==> src/ttm_defines.svh <==
`ifndef TTM_DEFINES_SVH
`define TTM_DEFINES_SVH
////////////////////////////////////////////////////////////////////////////////
// Device address spaces
`define TTM_SPACE_PCI 1'b0
`define TTM_SPACE_MEM 1'b1
// Device register byte addresses
`define TTM_ADR_ERROR_STATUS 12'h0C8
`define TTM_ADR_SMI_COMMAND 12'h0CC
`define TTM_ADR_THERMAL_CONTROL_ONE 12'hCD8
`define TTM_ADR_THERMAL_CONTROL_TWO 12'hCD9
`define TTM_ADR_THERMAL_STATUS 12'hCDA
`define TTM_ADR_TRIP_POINTS 12'hCDC
`define TTM_ADR_CALIBRATION_OFFSET 12'hCE2
`define TTM_ADR_HARDWARE_PROTECTION 12'hCE4
`define TTM_ADR_THERMAL_INTERRUPT_STATUS 12'hCEA
`define TTM_ADR_THERMAL_SMI_COMMAND 12'hCF1
// Byte lanes counted from the access address
`define TTM_BE_BYTE0 4'h1
`define TTM_BE_BYTE1 4'h2
`define TTM_BE_HALF0 4'h3
// Values written to the device
`define TTM_VAL_SENSOR_ON 8'h99
`define TTM_VAL_CAT_CODE 8'h2C
`define TTM_VAL_THERMO_MODE 8'h04
`define TTM_VAL_HALT_ON_CAT 8'h08
`define TTM_VAL_HALT_LOCKED 8'h09
`define TTM_VAL_HOT_SMI_ON 8'h02
`define TTM_VAL_SMI_THERMAL 16'h0800
`define TTM_VAL_GLOBAL_LOCK 8'h80
`define TTM_VAL_ERR_CLEAR 16'h0800
`define TTM_VAL_HOT_EV_CLEAR 16'h0100
`define TTM_HOT_IND_BIT 7
// Hot code window and code ceiling
`define TTM_HOT_CODE_MIN 8'h37
`define TTM_HOT_CODE_MAX 8'h4D
`define TTM_CODE_CEIL 8'h80
`define TTM_HOT_CODE_RESET 8'h40
// Controller register byte addresses
`define TTM_SW_CTRL 8'h00
`define TTM_SW_HOT 8'h04
`define TTM_SW_STATUS 8'h08
`define TTM_SW_IRQ_STAT 8'h0C
`define TTM_SW_IRQ_MASK 8'h10
// Fields and counts
`define TTM_CTRL_START 0
`define TTM_CTRL_SERVICE 1
`define TTM_EV_DONE 0
`define TTM_EV_HOT 1
`define TTM_EV_FAULT 2
`define TTM_EV_COUNT 3
`define TTM_ACK_WAIT 64
`endif

==> src/ttm_pkg.sv <==
package ttm_pkg;
  // Sequencer states, Gray along the setup path
  typedef enum logic [3:0] {
    TTM_IDLE = 4'h0,
    TTM_CTL1 = 4'h1,
    TTM_HOT = 4'h3,
    TTM_CAT = 4'h2,
    TTM_CTL2 = 4'h6,
    TTM_HALT = 4'h7,
    TTM_PLOCK = 4'h5,
    TTM_TSMI = 4'h4,
    TTM_SMIC = 4'hC,
    TTM_GLOCK = 4'hD,
    TTM_READY = 4'hF,
    TTM_EVCLR = 4'hE,
    TTM_ERR = 4'hA,
    TTM_STATRD = 4'hB
  } ttm_state_type;
  // One device access
  typedef struct packed {
    logic space;
    logic [11:0] addr;
    logic [31:0] wdata;
    logic [3:0] be;
    logic rd;
  } ttm_acc_type;
endpackage : ttm_pkg

==> src/ttm_acc_if.sv <==
interface ttm_acc_if;
  import ttm_pkg::*;
  logic req;
  ttm_acc_type acc;
  logic done;
  logic err;
  logic [31:0] rdata;
  modport ctl (output req, output acc, input done, input err, input rdata);
  modport port (input req, input acc, output done, output err, output rdata);
endinterface : ttm_acc_if

==> src/ttm_dev_port.sv <==
`include "ttm_defines.svh"
module ttm_dev_port #(
  parameter int TIMEOUT = `TTM_ACK_WAIT
) (
  // Clock and reset
  input wire logic mclk,
  input wire logic rst,
  // Sequencer side
  ttm_acc_if.port acc,
  // Device side
  output logic dev_space,
  output logic [11:0] dev_addr,
  output logic [31:0] dev_wdata,
  output logic [3:0] dev_be,
  output logic dev_wr,
  output logic dev_rd,
  input wire logic [31:0] dev_rdata,
  input wire logic dev_ack
);
  import ttm_pkg::*;
  logic busy_r;
  logic [15:0] wait_r;
  wire take = !busy_r && acc.req;
  wire late = busy_r && !dev_ack && (wait_r == 16'(TIMEOUT - 1));
  ////////////////////////////////////////////////////////////////////////////
  // Strobe and address, one cycle of strobe per access
  always_ff @(posedge mclk or posedge rst)
  begin
    if (rst)
    begin
      {dev_space, dev_addr, dev_wdata, dev_be} <= '0;
      dev_wr <= 1'b0;
      dev_rd <= 1'b0;
    end
    else
    begin
      dev_wr <= take && !acc.acc.rd;
      dev_rd <= take && acc.acc.rd;
      if (take)
        {dev_space, dev_addr, dev_wdata, dev_be} <= {acc.acc.space, acc.acc.addr, acc.acc.wdata, acc.acc.be};
    end
  end
  // Wait for the answer; a silent device must not hang the sequencer
  always_ff @(posedge mclk or posedge rst)
  begin
    if (rst)
    begin
      busy_r <= 1'b0;
      wait_r <= 16'h0;
      acc.done <= 1'b0;
      acc.err <= 1'b0;
      acc.rdata <= 32'h0;
    end
    else
    begin
      acc.done <= busy_r && dev_ack;
      acc.err <= late;
      wait_r <= take ? 16'h0 : wait_r + 16'h1;
      if (busy_r && dev_ack)
        acc.rdata <= dev_rdata;
      busy_r <= take || (busy_r && !dev_ack && !late);
    end
  end
endmodule : ttm_dev_port

==> src/ttm_irq.sv <==
module ttm_irq #(
  parameter int W = 3
) (
  // Clock and reset
  input wire logic mclk,
  input wire logic rst,
  // Events and software access
  input wire logic [W-1:0] ev,
  input wire logic rd_clr,
  input wire logic [W-1:0] mask,
  // Status and interrupt
  output logic [W-1:0] stat,
  output logic irq
);
  logic [W-1:0] stat_nxt;
  // A new event beats the clear of the same read
  assign stat_nxt = (stat & ~{W{rd_clr}}) | ev;
  ////////////////////////////////////////////////////////////////////////////
  always_ff @(posedge mclk or posedge rst)
  begin
    if (rst)
    begin
      stat <= '0;
      irq <= 1'b0;
    end
    else
    begin
      stat <= stat_nxt;
      irq <= |(stat_nxt & mask);
    end
  end
endmodule : ttm_irq

==> src/ttm_top.sv <==
// Operation
// - Hot trip kept between 85 and 105 degrees
// - Codes 0 to 128, higher means cooler
// - Catastrophic code is always 2Ch
// - First control register written with 99h
// - Second control low nibble written with 04h
// - Protection register written with 08h
// - Protection lock bit 0 freezes halt setting
// - Thermal interrupt command written with 02h
// - Calibration bit 7 locks remaining settings
// - Hot event bit cleared by writing one
// - Global event bit 11 cleared by one
// - Setup follows the fixed nine step order
`include "ttm_defines.svh"
module ttm_top #(
  parameter logic [7:0] HOT_RESET = `TTM_HOT_CODE_RESET,
  parameter int ACK_WAIT = `TTM_ACK_WAIT
) (
  // Clock and reset
  input wire logic mclk,
  input wire logic rst,
  // Software port
  input wire logic [7:0] sw_addr,
  input wire logic [31:0] sw_wdata,
  input wire logic sw_wr,
  input wire logic sw_rd,
  output logic [31:0] sw_rdata,
  output logic irq,
  // Device register port
  output logic dev_space,
  output logic [11:0] dev_addr,
  output logic [31:0] dev_wdata,
  output logic [3:0] dev_be,
  output logic dev_wr,
  output logic dev_rd,
  input wire logic [31:0] dev_rdata,
  input wire logic dev_ack,
  // Device management interrupt
  input wire logic sys_mgmt_irq_n
);
  import ttm_pkg::*;

  ttm_acc_if acc_if ();
  ttm_state_type state_r;
  ttm_state_type state_nxt;
  logic pend_r;
  logic req_r;
  logic service_r;
  logic [7:0] hot_r;
  logic [`TTM_EV_COUNT-1:0] mask_r;
  logic [`TTM_EV_COUNT-1:0] irq_stat;
  logic [`TTM_EV_COUNT-1:0] ev;
  logic plock_r;
  logic glock_r;
  logic smic_done_r;
  logic fault_r;
  logic hot_ind_r;
  logic [7:0] therm_stat_r;

  ////////////////////////////////////////////////////////////////////////////
  // Access for each step of the setup and service walk
  function automatic ttm_acc_type step_acc(input ttm_state_type s, input logic [7:0] hot);
    ttm_acc_type a;
    a = '0;
    a.space = `TTM_SPACE_MEM;
    a.be = `TTM_BE_BYTE0;
    case (s)
      TTM_CTL1:
      begin
        a.addr = `TTM_ADR_THERMAL_CONTROL_ONE;
        a.wdata = {24'h0, `TTM_VAL_SENSOR_ON};
      end
      TTM_HOT:
      begin
        a.addr = `TTM_ADR_TRIP_POINTS;
        a.wdata = {16'h0, hot, 8'h00};
        a.be = `TTM_BE_BYTE1;
      end
      TTM_CAT:
      begin
        a.addr = `TTM_ADR_TRIP_POINTS;
        a.wdata = {24'h0, `TTM_VAL_CAT_CODE};
      end
      TTM_CTL2:
      begin
        a.addr = `TTM_ADR_THERMAL_CONTROL_TWO;
        a.wdata = {24'h0, `TTM_VAL_THERMO_MODE};
      end
      TTM_HALT:
      begin
        a.addr = `TTM_ADR_HARDWARE_PROTECTION;
        a.wdata = {24'h0, `TTM_VAL_HALT_ON_CAT};
      end
      TTM_PLOCK:
      begin
        // Halt bit rewritten with the lock so it is frozen set
        a.addr = `TTM_ADR_HARDWARE_PROTECTION;
        a.wdata = {24'h0, `TTM_VAL_HALT_LOCKED};
      end
      TTM_TSMI:
      begin
        a.addr = `TTM_ADR_THERMAL_SMI_COMMAND;
        a.wdata = {24'h0, `TTM_VAL_HOT_SMI_ON};
      end
      TTM_SMIC:
      begin
        a.space = `TTM_SPACE_PCI;
        a.addr = `TTM_ADR_SMI_COMMAND;
        a.wdata = {16'h0, `TTM_VAL_SMI_THERMAL};
        a.be = `TTM_BE_HALF0;
      end
      TTM_GLOCK:
      begin
        a.addr = `TTM_ADR_CALIBRATION_OFFSET;
        a.wdata = {24'h0, `TTM_VAL_GLOBAL_LOCK};
      end
      TTM_EVCLR:
      begin
        a.addr = `TTM_ADR_THERMAL_INTERRUPT_STATUS;
        a.wdata = {16'h0, `TTM_VAL_HOT_EV_CLEAR};
        a.be = `TTM_BE_HALF0;
      end
      TTM_ERR:
      begin
        a.space = `TTM_SPACE_PCI;
        a.addr = `TTM_ADR_ERROR_STATUS;
        a.wdata = {16'h0, `TTM_VAL_ERR_CLEAR};
        a.be = `TTM_BE_HALF0;
      end
      TTM_STATRD:
      begin
        a.addr = `TTM_ADR_THERMAL_STATUS;
        a.rd = 1'b1;
      end
      default:
        a = '0;
    endcase
    return a;
  endfunction : step_acc

  // Successor of each access state
  function automatic ttm_state_type step_next(input ttm_state_type s);
    case (s)
      TTM_CTL1: return TTM_HOT;
      TTM_HOT: return TTM_CAT;
      TTM_CAT: return TTM_CTL2;
      TTM_CTL2: return TTM_HALT;
      TTM_HALT: return TTM_PLOCK;
      TTM_PLOCK: return TTM_TSMI;
      TTM_TSMI: return TTM_SMIC;
      TTM_SMIC: return TTM_GLOCK;
      TTM_EVCLR: return TTM_ERR;
      TTM_ERR: return TTM_STATRD;
      default: return TTM_READY;
    endcase
  endfunction : step_next

  ////////////////////////////////////////////////////////////////////////////
  // Software decode
  wire hit_ctrl = sw_addr == `TTM_SW_CTRL;
  wire hit_hot = sw_addr == `TTM_SW_HOT;
  wire hit_stat = sw_addr == `TTM_SW_STATUS;
  wire hit_irqs = sw_addr == `TTM_SW_IRQ_STAT;
  wire hit_mask = sw_addr == `TTM_SW_IRQ_MASK;
  wire start = sw_wr && hit_ctrl && sw_wdata[`TTM_CTRL_START];
  // Codes past the ceiling are meaningless, outside the window too hot or cold
  wire hot_ok = (hot_r >= `TTM_HOT_CODE_MIN) && (hot_r <= `TTM_HOT_CODE_MAX)
    && (hot_r <= `TTM_CODE_CEIL);
  wire idle = state_r == TTM_IDLE;
  wire ready = state_r == TTM_READY;
  wire in_step = !idle && !ready;
  // A locked device cannot be set up again, so a repeat start is a fault
  wire start_ok = start && idle && hot_ok && !glock_r;
  wire start_bad = start && !start_ok;
  wire smi_seen = ready && service_r && !sys_mgmt_irq_n;
  wire step_done = pend_r && acc_if.done;
  wire step_err = pend_r && acc_if.err;
  wire stat_rd_done = step_done && (state_r == TTM_STATRD);
  wire [31:0] status_word = {16'h0, therm_stat_r, 3'h0, hot_ind_r, fault_r, glock_r, ready, in_step};
  wire [31:0] rdata_nxt =
    !sw_rd ? 32'h0 :
    hit_ctrl ? {30'h0, service_r, 1'b0} :
    hit_hot ? {24'h0, hot_r} :
    hit_stat ? status_word :
    hit_irqs ? {{(32-`TTM_EV_COUNT){1'b0}}, irq_stat} :
    hit_mask ? {{(32-`TTM_EV_COUNT){1'b0}}, mask_r} :
    32'h0;

  // Events for the interrupt block
  assign ev[`TTM_EV_DONE] = step_done && (state_r == TTM_GLOCK);
  assign ev[`TTM_EV_HOT] = stat_rd_done;
  assign ev[`TTM_EV_FAULT] = step_err || start_bad;

  // Next state of the sequencer
  always_comb
  begin
    state_nxt = state_r;
    case (state_r)
      TTM_IDLE:
        if (start_ok)
          state_nxt = TTM_CTL1;
      TTM_READY:
        if (smi_seen)
          state_nxt = TTM_EVCLR;
      default:
        if (step_err)
          state_nxt = glock_r ? TTM_READY : TTM_IDLE;
        else if (step_done)
          state_nxt = step_next(state_r);
    endcase
  end

  ////////////////////////////////////////////////////////////////////////////
  // Sequencer and access request
  always_ff @(posedge mclk or posedge rst)
  begin
    if (rst)
    begin
      state_r <= TTM_IDLE;
      pend_r <= 1'b0;
      req_r <= 1'b0;
    end
    else
    begin
      state_r <= state_nxt;
      req_r <= in_step && !pend_r && !req_r;
      pend_r <= (pend_r || req_r) && !step_done && !step_err;
    end
  end

  assign acc_if.req = req_r;
  assign acc_if.acc = step_acc(state_r, hot_r);

  // Lock mirrors, sticky until reset like the device's own
  always_ff @(posedge mclk or posedge rst)
  begin
    if (rst)
    begin
      plock_r <= 1'b0;
      glock_r <= 1'b0;
      smic_done_r <= 1'b0;
    end
    else
    begin
      plock_r <= plock_r || (step_done && state_r == TTM_PLOCK);
      glock_r <= glock_r || (step_done && state_r == TTM_GLOCK);
      smic_done_r <= smic_done_r || (step_done && state_r == TTM_SMIC);
    end
  end

  // Fault flag and last thermal status read
  always_ff @(posedge mclk or posedge rst)
  begin
    if (rst)
    begin
      fault_r <= 1'b0;
      hot_ind_r <= 1'b0;
      therm_stat_r <= 8'h00;
    end
    else
    begin
      fault_r <= (fault_r && !start_ok) || ev[`TTM_EV_FAULT];
      if (stat_rd_done)
      begin
        therm_stat_r <= acc_if.rdata[7:0];
        hot_ind_r <= acc_if.rdata[`TTM_HOT_IND_BIT];
      end
    end
  end

  // Software registers; the hot code only changes while idle
  always_ff @(posedge mclk or posedge rst)
  begin
    if (rst)
    begin
      service_r <= 1'b0;
      hot_r <= HOT_RESET;
      mask_r <= '0;
      sw_rdata <= 32'h0;
    end
    else
    begin
      sw_rdata <= rdata_nxt;
      if (sw_wr && hit_ctrl)
        service_r <= sw_wdata[`TTM_CTRL_SERVICE];
      if (sw_wr && hit_hot && idle)
        hot_r <= sw_wdata[7:0];
      if (sw_wr && hit_mask)
        mask_r <= sw_wdata[`TTM_EV_COUNT-1:0];
    end
  end

  ////////////////////////////////////////////////////////////////////////////
  // Device access engine
  ttm_dev_port #(
    .TIMEOUT(ACK_WAIT)
  ) u_port (
    .mclk(mclk),
    .rst(rst),
    .acc(acc_if.port),
    .dev_space(dev_space),
    .dev_addr(dev_addr),
    .dev_wdata(dev_wdata),
    .dev_be(dev_be),
    .dev_wr(dev_wr),
    .dev_rd(dev_rd),
    .dev_rdata(dev_rdata),
    .dev_ack(dev_ack)
  );

  // Interrupt status, cleared by reading it
  ttm_irq #(
    .W(`TTM_EV_COUNT)
  ) u_irq (
    .mclk(mclk),
    .rst(rst),
    .ev(ev),
    .rd_clr(sw_rd && hit_irqs),
    .mask(mask_r),
    .stat(irq_stat),
    .irq(irq)
  );

  wire wr_mem = dev_wr && dev_space == `TTM_SPACE_MEM;
endmodule : ttm_top

==> config.mk <==
export PLATFORM = sky130hd
export DESIGN_NAME = ttm_top
export DESIGN_NICKNAME = d
export VERILOG_FILES = /design/src/ttm_pkg.sv /design/src/ttm_acc_if.sv /design/src/ttm_dev_port.sv /design/src/ttm_irq.sv /design/src/ttm_top.sv
export VERILOG_INCLUDE_DIRS = /design/src
export SDC_FILE = /design/constraint.sdc
export NUM_CORES = 1
export LEC_CHECK = 0
export BUFFER_PORTS_ARGS = -buffer_cell sky130_fd_sc_hd__buf_2
export CORE_ASPECT_RATIO = 0.5
export CORE_MARGIN = 10
export CORE_UTILIZATION = 45
export CTS_CLUSTER_SIZE = 24
export DETAILED_ROUTE_END_ITERATION = 7
export HOLD_SLACK_MARGIN = 0.03
export PLACE_DENSITY = 0.75
export SETUP_SLACK_MARGIN = 0.5
export SYNTH_ARGS = -nofsm -noshare
export SYNTH_HDL_FRONTEND = slang
export SYNTH_SLANG_ARGS = --single-unit
==> constraint.sdc <==
create_clock -name mclk -period 2.63 [get_ports mclk]
set_input_delay 0.1315 -clock mclk [delete_from_list [all_inputs] [get_ports mclk]]
set_output_delay 0.1315 -clock mclk [all_outputs]
set_load 0.02 [all_outputs]
==> PnR_summary.wiki <==
{| class="wikitable"
! Metric !! Value
|-
| Outcome || complete, no violations
|-
| Routed Antenna Nets || 0
|-
| Htree depth || 3
|-
| Cell area after technology mapping || 4855 sq um
|-
| Period Utilization, post-route || 78.44%
|-
| IR drop worst, VDD || 0.4503 mV
|-
| Maximum clock insertion buffer count || 2
|-
| Syn_area_per_cell || 10.72 sq um
|-
| Number of instances in the synthesized netlist || 453
|-
| Final critical path time including I/O delays and setup || 2.063 ns
|-
| Clock edge transition at the registers on the reported setup and hold paths || 0.07 ns
|-
| Crit Path Class || flip-flop to flip-flop
|-
| Num CTS Buffers || 9
|-
| Pin count of the biggest net entering global routing || 45
|-
| Final setup viols || 0
|-
| Hold WC Path Type || input port to flip-flop
|-
| Number of warning messages in the yosys log || 0
|-
| Number of sinks handled by clock tree synthesis || 103
|-
| Count of pins on the block boundary || 162
|-
| Max capacitance violation total || 0
|-
| Top post-synthesis cells by area || sky130_fd_sc_hd__dfrtp_1, sky130_fd_sc_hd__mux2_2, sky130_fd_sc_hd__buf_4
|-
| Startpoint kind of the worst setup timing path || flip-flop
|-
| Post-synth top flop || sky130_fd_sc_hd__dfrtp_1
|-
| Total routed wirelength || 11430 um
|-
| Fraction of post-synthesis cell area in the top cell type by area || 52.58%
|-
| Post-Route Skew || 0.007098 ns
|-
| Number of synthesized flops with an enable pin || 0
|-
| Leakage Power || 0.002889 uW
|-
| Slew Limit Fails || 0
|-
| Via total after detailed routing || 3586
|-
| Die Outline Area || 15600 sq um
|-
| Final sum of negative setup slack || 0 ns
|-
| Wire length of the first global-routing pass || 18990 um
|-
| Wire per inst || 16.62 um
|-
| Data required time at the worst endpoint || 2.87 ns
|-
| Endpoint type of the worst setup path || flip-flop
|-
| Most used cells in the layout excluding fill and tap cells || sky130_fd_sc_hd__dfrtp_1, sky130_fd_sc_hd__buf_2, sky130_fd_sc_hd__nor2_1, sky130_fd_sc_hd__nand2_1, sky130_fd_sc_hd__conb_1
|-
| Vias in the first global route || 3735
|-
| Number of placement rows || 26
|-
| Setup repair after global routing missed its margin || no
|-
| Total congestion overflow || 0
|-
| Layout area overhead || 18.84%
|-
| Fraction of synthesis flops using an asynchronous set or reset pin || 100.0%
|-
| Starting utilization of the core area || 46.78%
|-
| Via/cell ratio || 5.212
|-
| Ratio of cells with drive above 1 in the final layout || 26.28%
|-
| Dominant cell type by area after synthesis || sky130_fd_sc_hd__dfrtp_1
|-
| Post-route DRC || 0
|-
| Total power divided by cell area || 931.6 nW/um^2
|-
| Number of detailed-routing iterations run before antenna repair || 5
|-
| Antenna diode count || 0
|-
| Number of different library cells in the post-synthesis netlist || 59
|-
| Input/output buffers || 76
|-
| Transition time at the pin with the least slew margin || 0.8894 ns
|-
| Register bit count reported by yosys || 103
|-
| Clk_lat worst skew || 0.35 ns
|-
| Initial DRC Count || 306
|-
| Vert. Die Dim || 93.45 um
|-
| Critical path fanouts, max || 12
|-
| Commonest non-fill, non-tap cell in the layout || sky130_fd_sc_hd__dfrtp_1
|-
| Die extent in x || 166.9 um
|-
| Net count of the finished layout || 622
|-
| Normalized max-slew margin || 40.58%
|-
| Peak Freq || 0.4847 GHz
|-
| Hold slack final || 0.05954 ns
|-
| Final Hold Viols || 0
|-
| RePlAce Congestion || 0.8550
|-
| Master cell of the clock root buffer || sky130_fd_sc_hd__clkbuf_16
|-
| Antenna violations before repair || 0
|-
| Half-perimeter wire length after detailed placement || 8199 um
|-
| Data arrival, critical path || 2.30 ns
|-
| Std-Cell Core Area || 10380 sq um
|-
| Clock tree from TritonCTS || yes
|-
| Part of the Yosys area used for sequential elements || 53.12%
|-
| Total routing resource utilization after global routing || 14.80%
|}
-- stage by stage --
step | cell area, sq um | worst slack (ns) | std cells | total power, uW | utilization (%)
floorplan | 4994 | 0.7596 | 489 | 3453 | -
global placement | 5256 | 0.6209 | 656 | 3837 | 50.65
detailed placement | 5256 | 0.5792 | 656 | 3901 | 50.65
CTS | 5739 | 0.5621 | 687 | 5400 | 55.31
global route | 5769 | 0.5017 | 688 | 5701 | 55.59
finish | 5769 | 0.5669 | 688 | 5375 | 55.59
-- worst paths after layout --
check | from | to | slack, ns | cells after the start
setup / recovery | state_r[2] | state_r[3] | 0.57 | 5
hold / removal | sw_rd | sw_rdata[3] | 0.06 | 3
setup reg to reg | state_r[2] | state_r[3] | 0.57 | 5
hold reg to reg | u_port.dev_wdata[0] | u_port.dev_wdata[0] | 0.47 | 2
max in group asynchronous | rst | hot_r[6] | 1.36 | 4
min in group asynchronous | rst | therm_stat_r[0] | 0.51 | 3
-- layer usage --
layer | routed length, um | up-vias | track usage (%)
met5 | 0 | - | 0
met3 | 701 | 14 | 4.720
li1 | - | 1693 | -
met1 | 5299 | 1752 | 18.46
met4 | 171 | 0 | 5.015
met2 | 5261 | 127 | 24.01
-- kinds of logic (layout without fill, tap and decap cells) --
| group | after synthesis | in the layout | share of synthesized area, % |
|---|---|---|---|
| buffers and inverters | 67 | 126 | 8.454 |
| other | 1 | 37 | 0.07725 |
| multiplexers | 31 | 31 | 7.216 |
| flip-flops | 103 | 103 | 53.12 |
| adder cells (fa/ha/maj) | 1 | 1 | 0.2577 |
| AO/OA/AOI/OAI | 73 | 73 | 10.67 |
| AND/OR/NAND/NOR | 162 | 162 | 17.50 |
| XOR/XNOR | 15 | 15 | 2.706 |
-- timing repair --
action                                  CTS  global route
setup buffers                             0             1
hold endpoints to repair                 55             0
gates resized for setup                   0             2
hold buffers                             15             0
endpoints found under the setup margin    0            19
-- report_power, final --
part	switching (uW)	internal (uW)
registers	252	1900
clock network	578	890
logic	1090	661
total	1920	3450
-- sequential cells by signal, indices dropped and copies added (netlist names), 2 cells and up --
register / cells
mask_r: 3
u_port.acc.rdata: 8
sw_rdata: 16
u_port.dev_addr: 8
hot_r: 8
state_r: 4
therm_stat_r: 7
u_port.wait_r: 16
u_port.dev_be: 2
u_irq.stat: 3
u_port.dev_wdata: 15
-- worst max-delay path, cell delays in order (launching register included) --
cell                      delay [ns]
sky130_fd_sc_hd__dfrtp_1        0.52
sky130_fd_sc_hd__or3_4          0.41
sky130_fd_sc_hd__or4_4          0.45
sky130_fd_sc_hd__nor3_4         0.16
sky130_fd_sc_hd__nor2_2         0.11
sky130_fd_sc_hd__mux2_4         0.30
-- final cells by class --
class | count | area [sq um]
clock buffers | 12 | 256.5
clock inverters | 4 | 76.32
fillers | 858 | 4608
inverters | 8 | 33.78
multi-input cells | 319 | 2011
flip-flops and latches | 103 | 2579
well taps | 140 | 175.2
repair buffers | 102 | 638.1
-- cells in the mapped netlist, types with 9 or more instances --
cell,n
sky130_fd_sc_hd__a21oi_1,9
sky130_fd_sc_hd__a22o_1,10
sky130_fd_sc_hd__and2_1,13
sky130_fd_sc_hd__and3_1,10
sky130_fd_sc_hd__buf_4,40
sky130_fd_sc_hd__clkbuf_1,13
sky130_fd_sc_hd__dfrtp_1,102
sky130_fd_sc_hd__mux2_2,28
sky130_fd_sc_hd__nand2_1,37
sky130_fd_sc_hd__nand3_1,15
sky130_fd_sc_hd__nor2_1,37
sky130_fd_sc_hd__o21ai_0,14
Power figures use the tool's default switching activity.
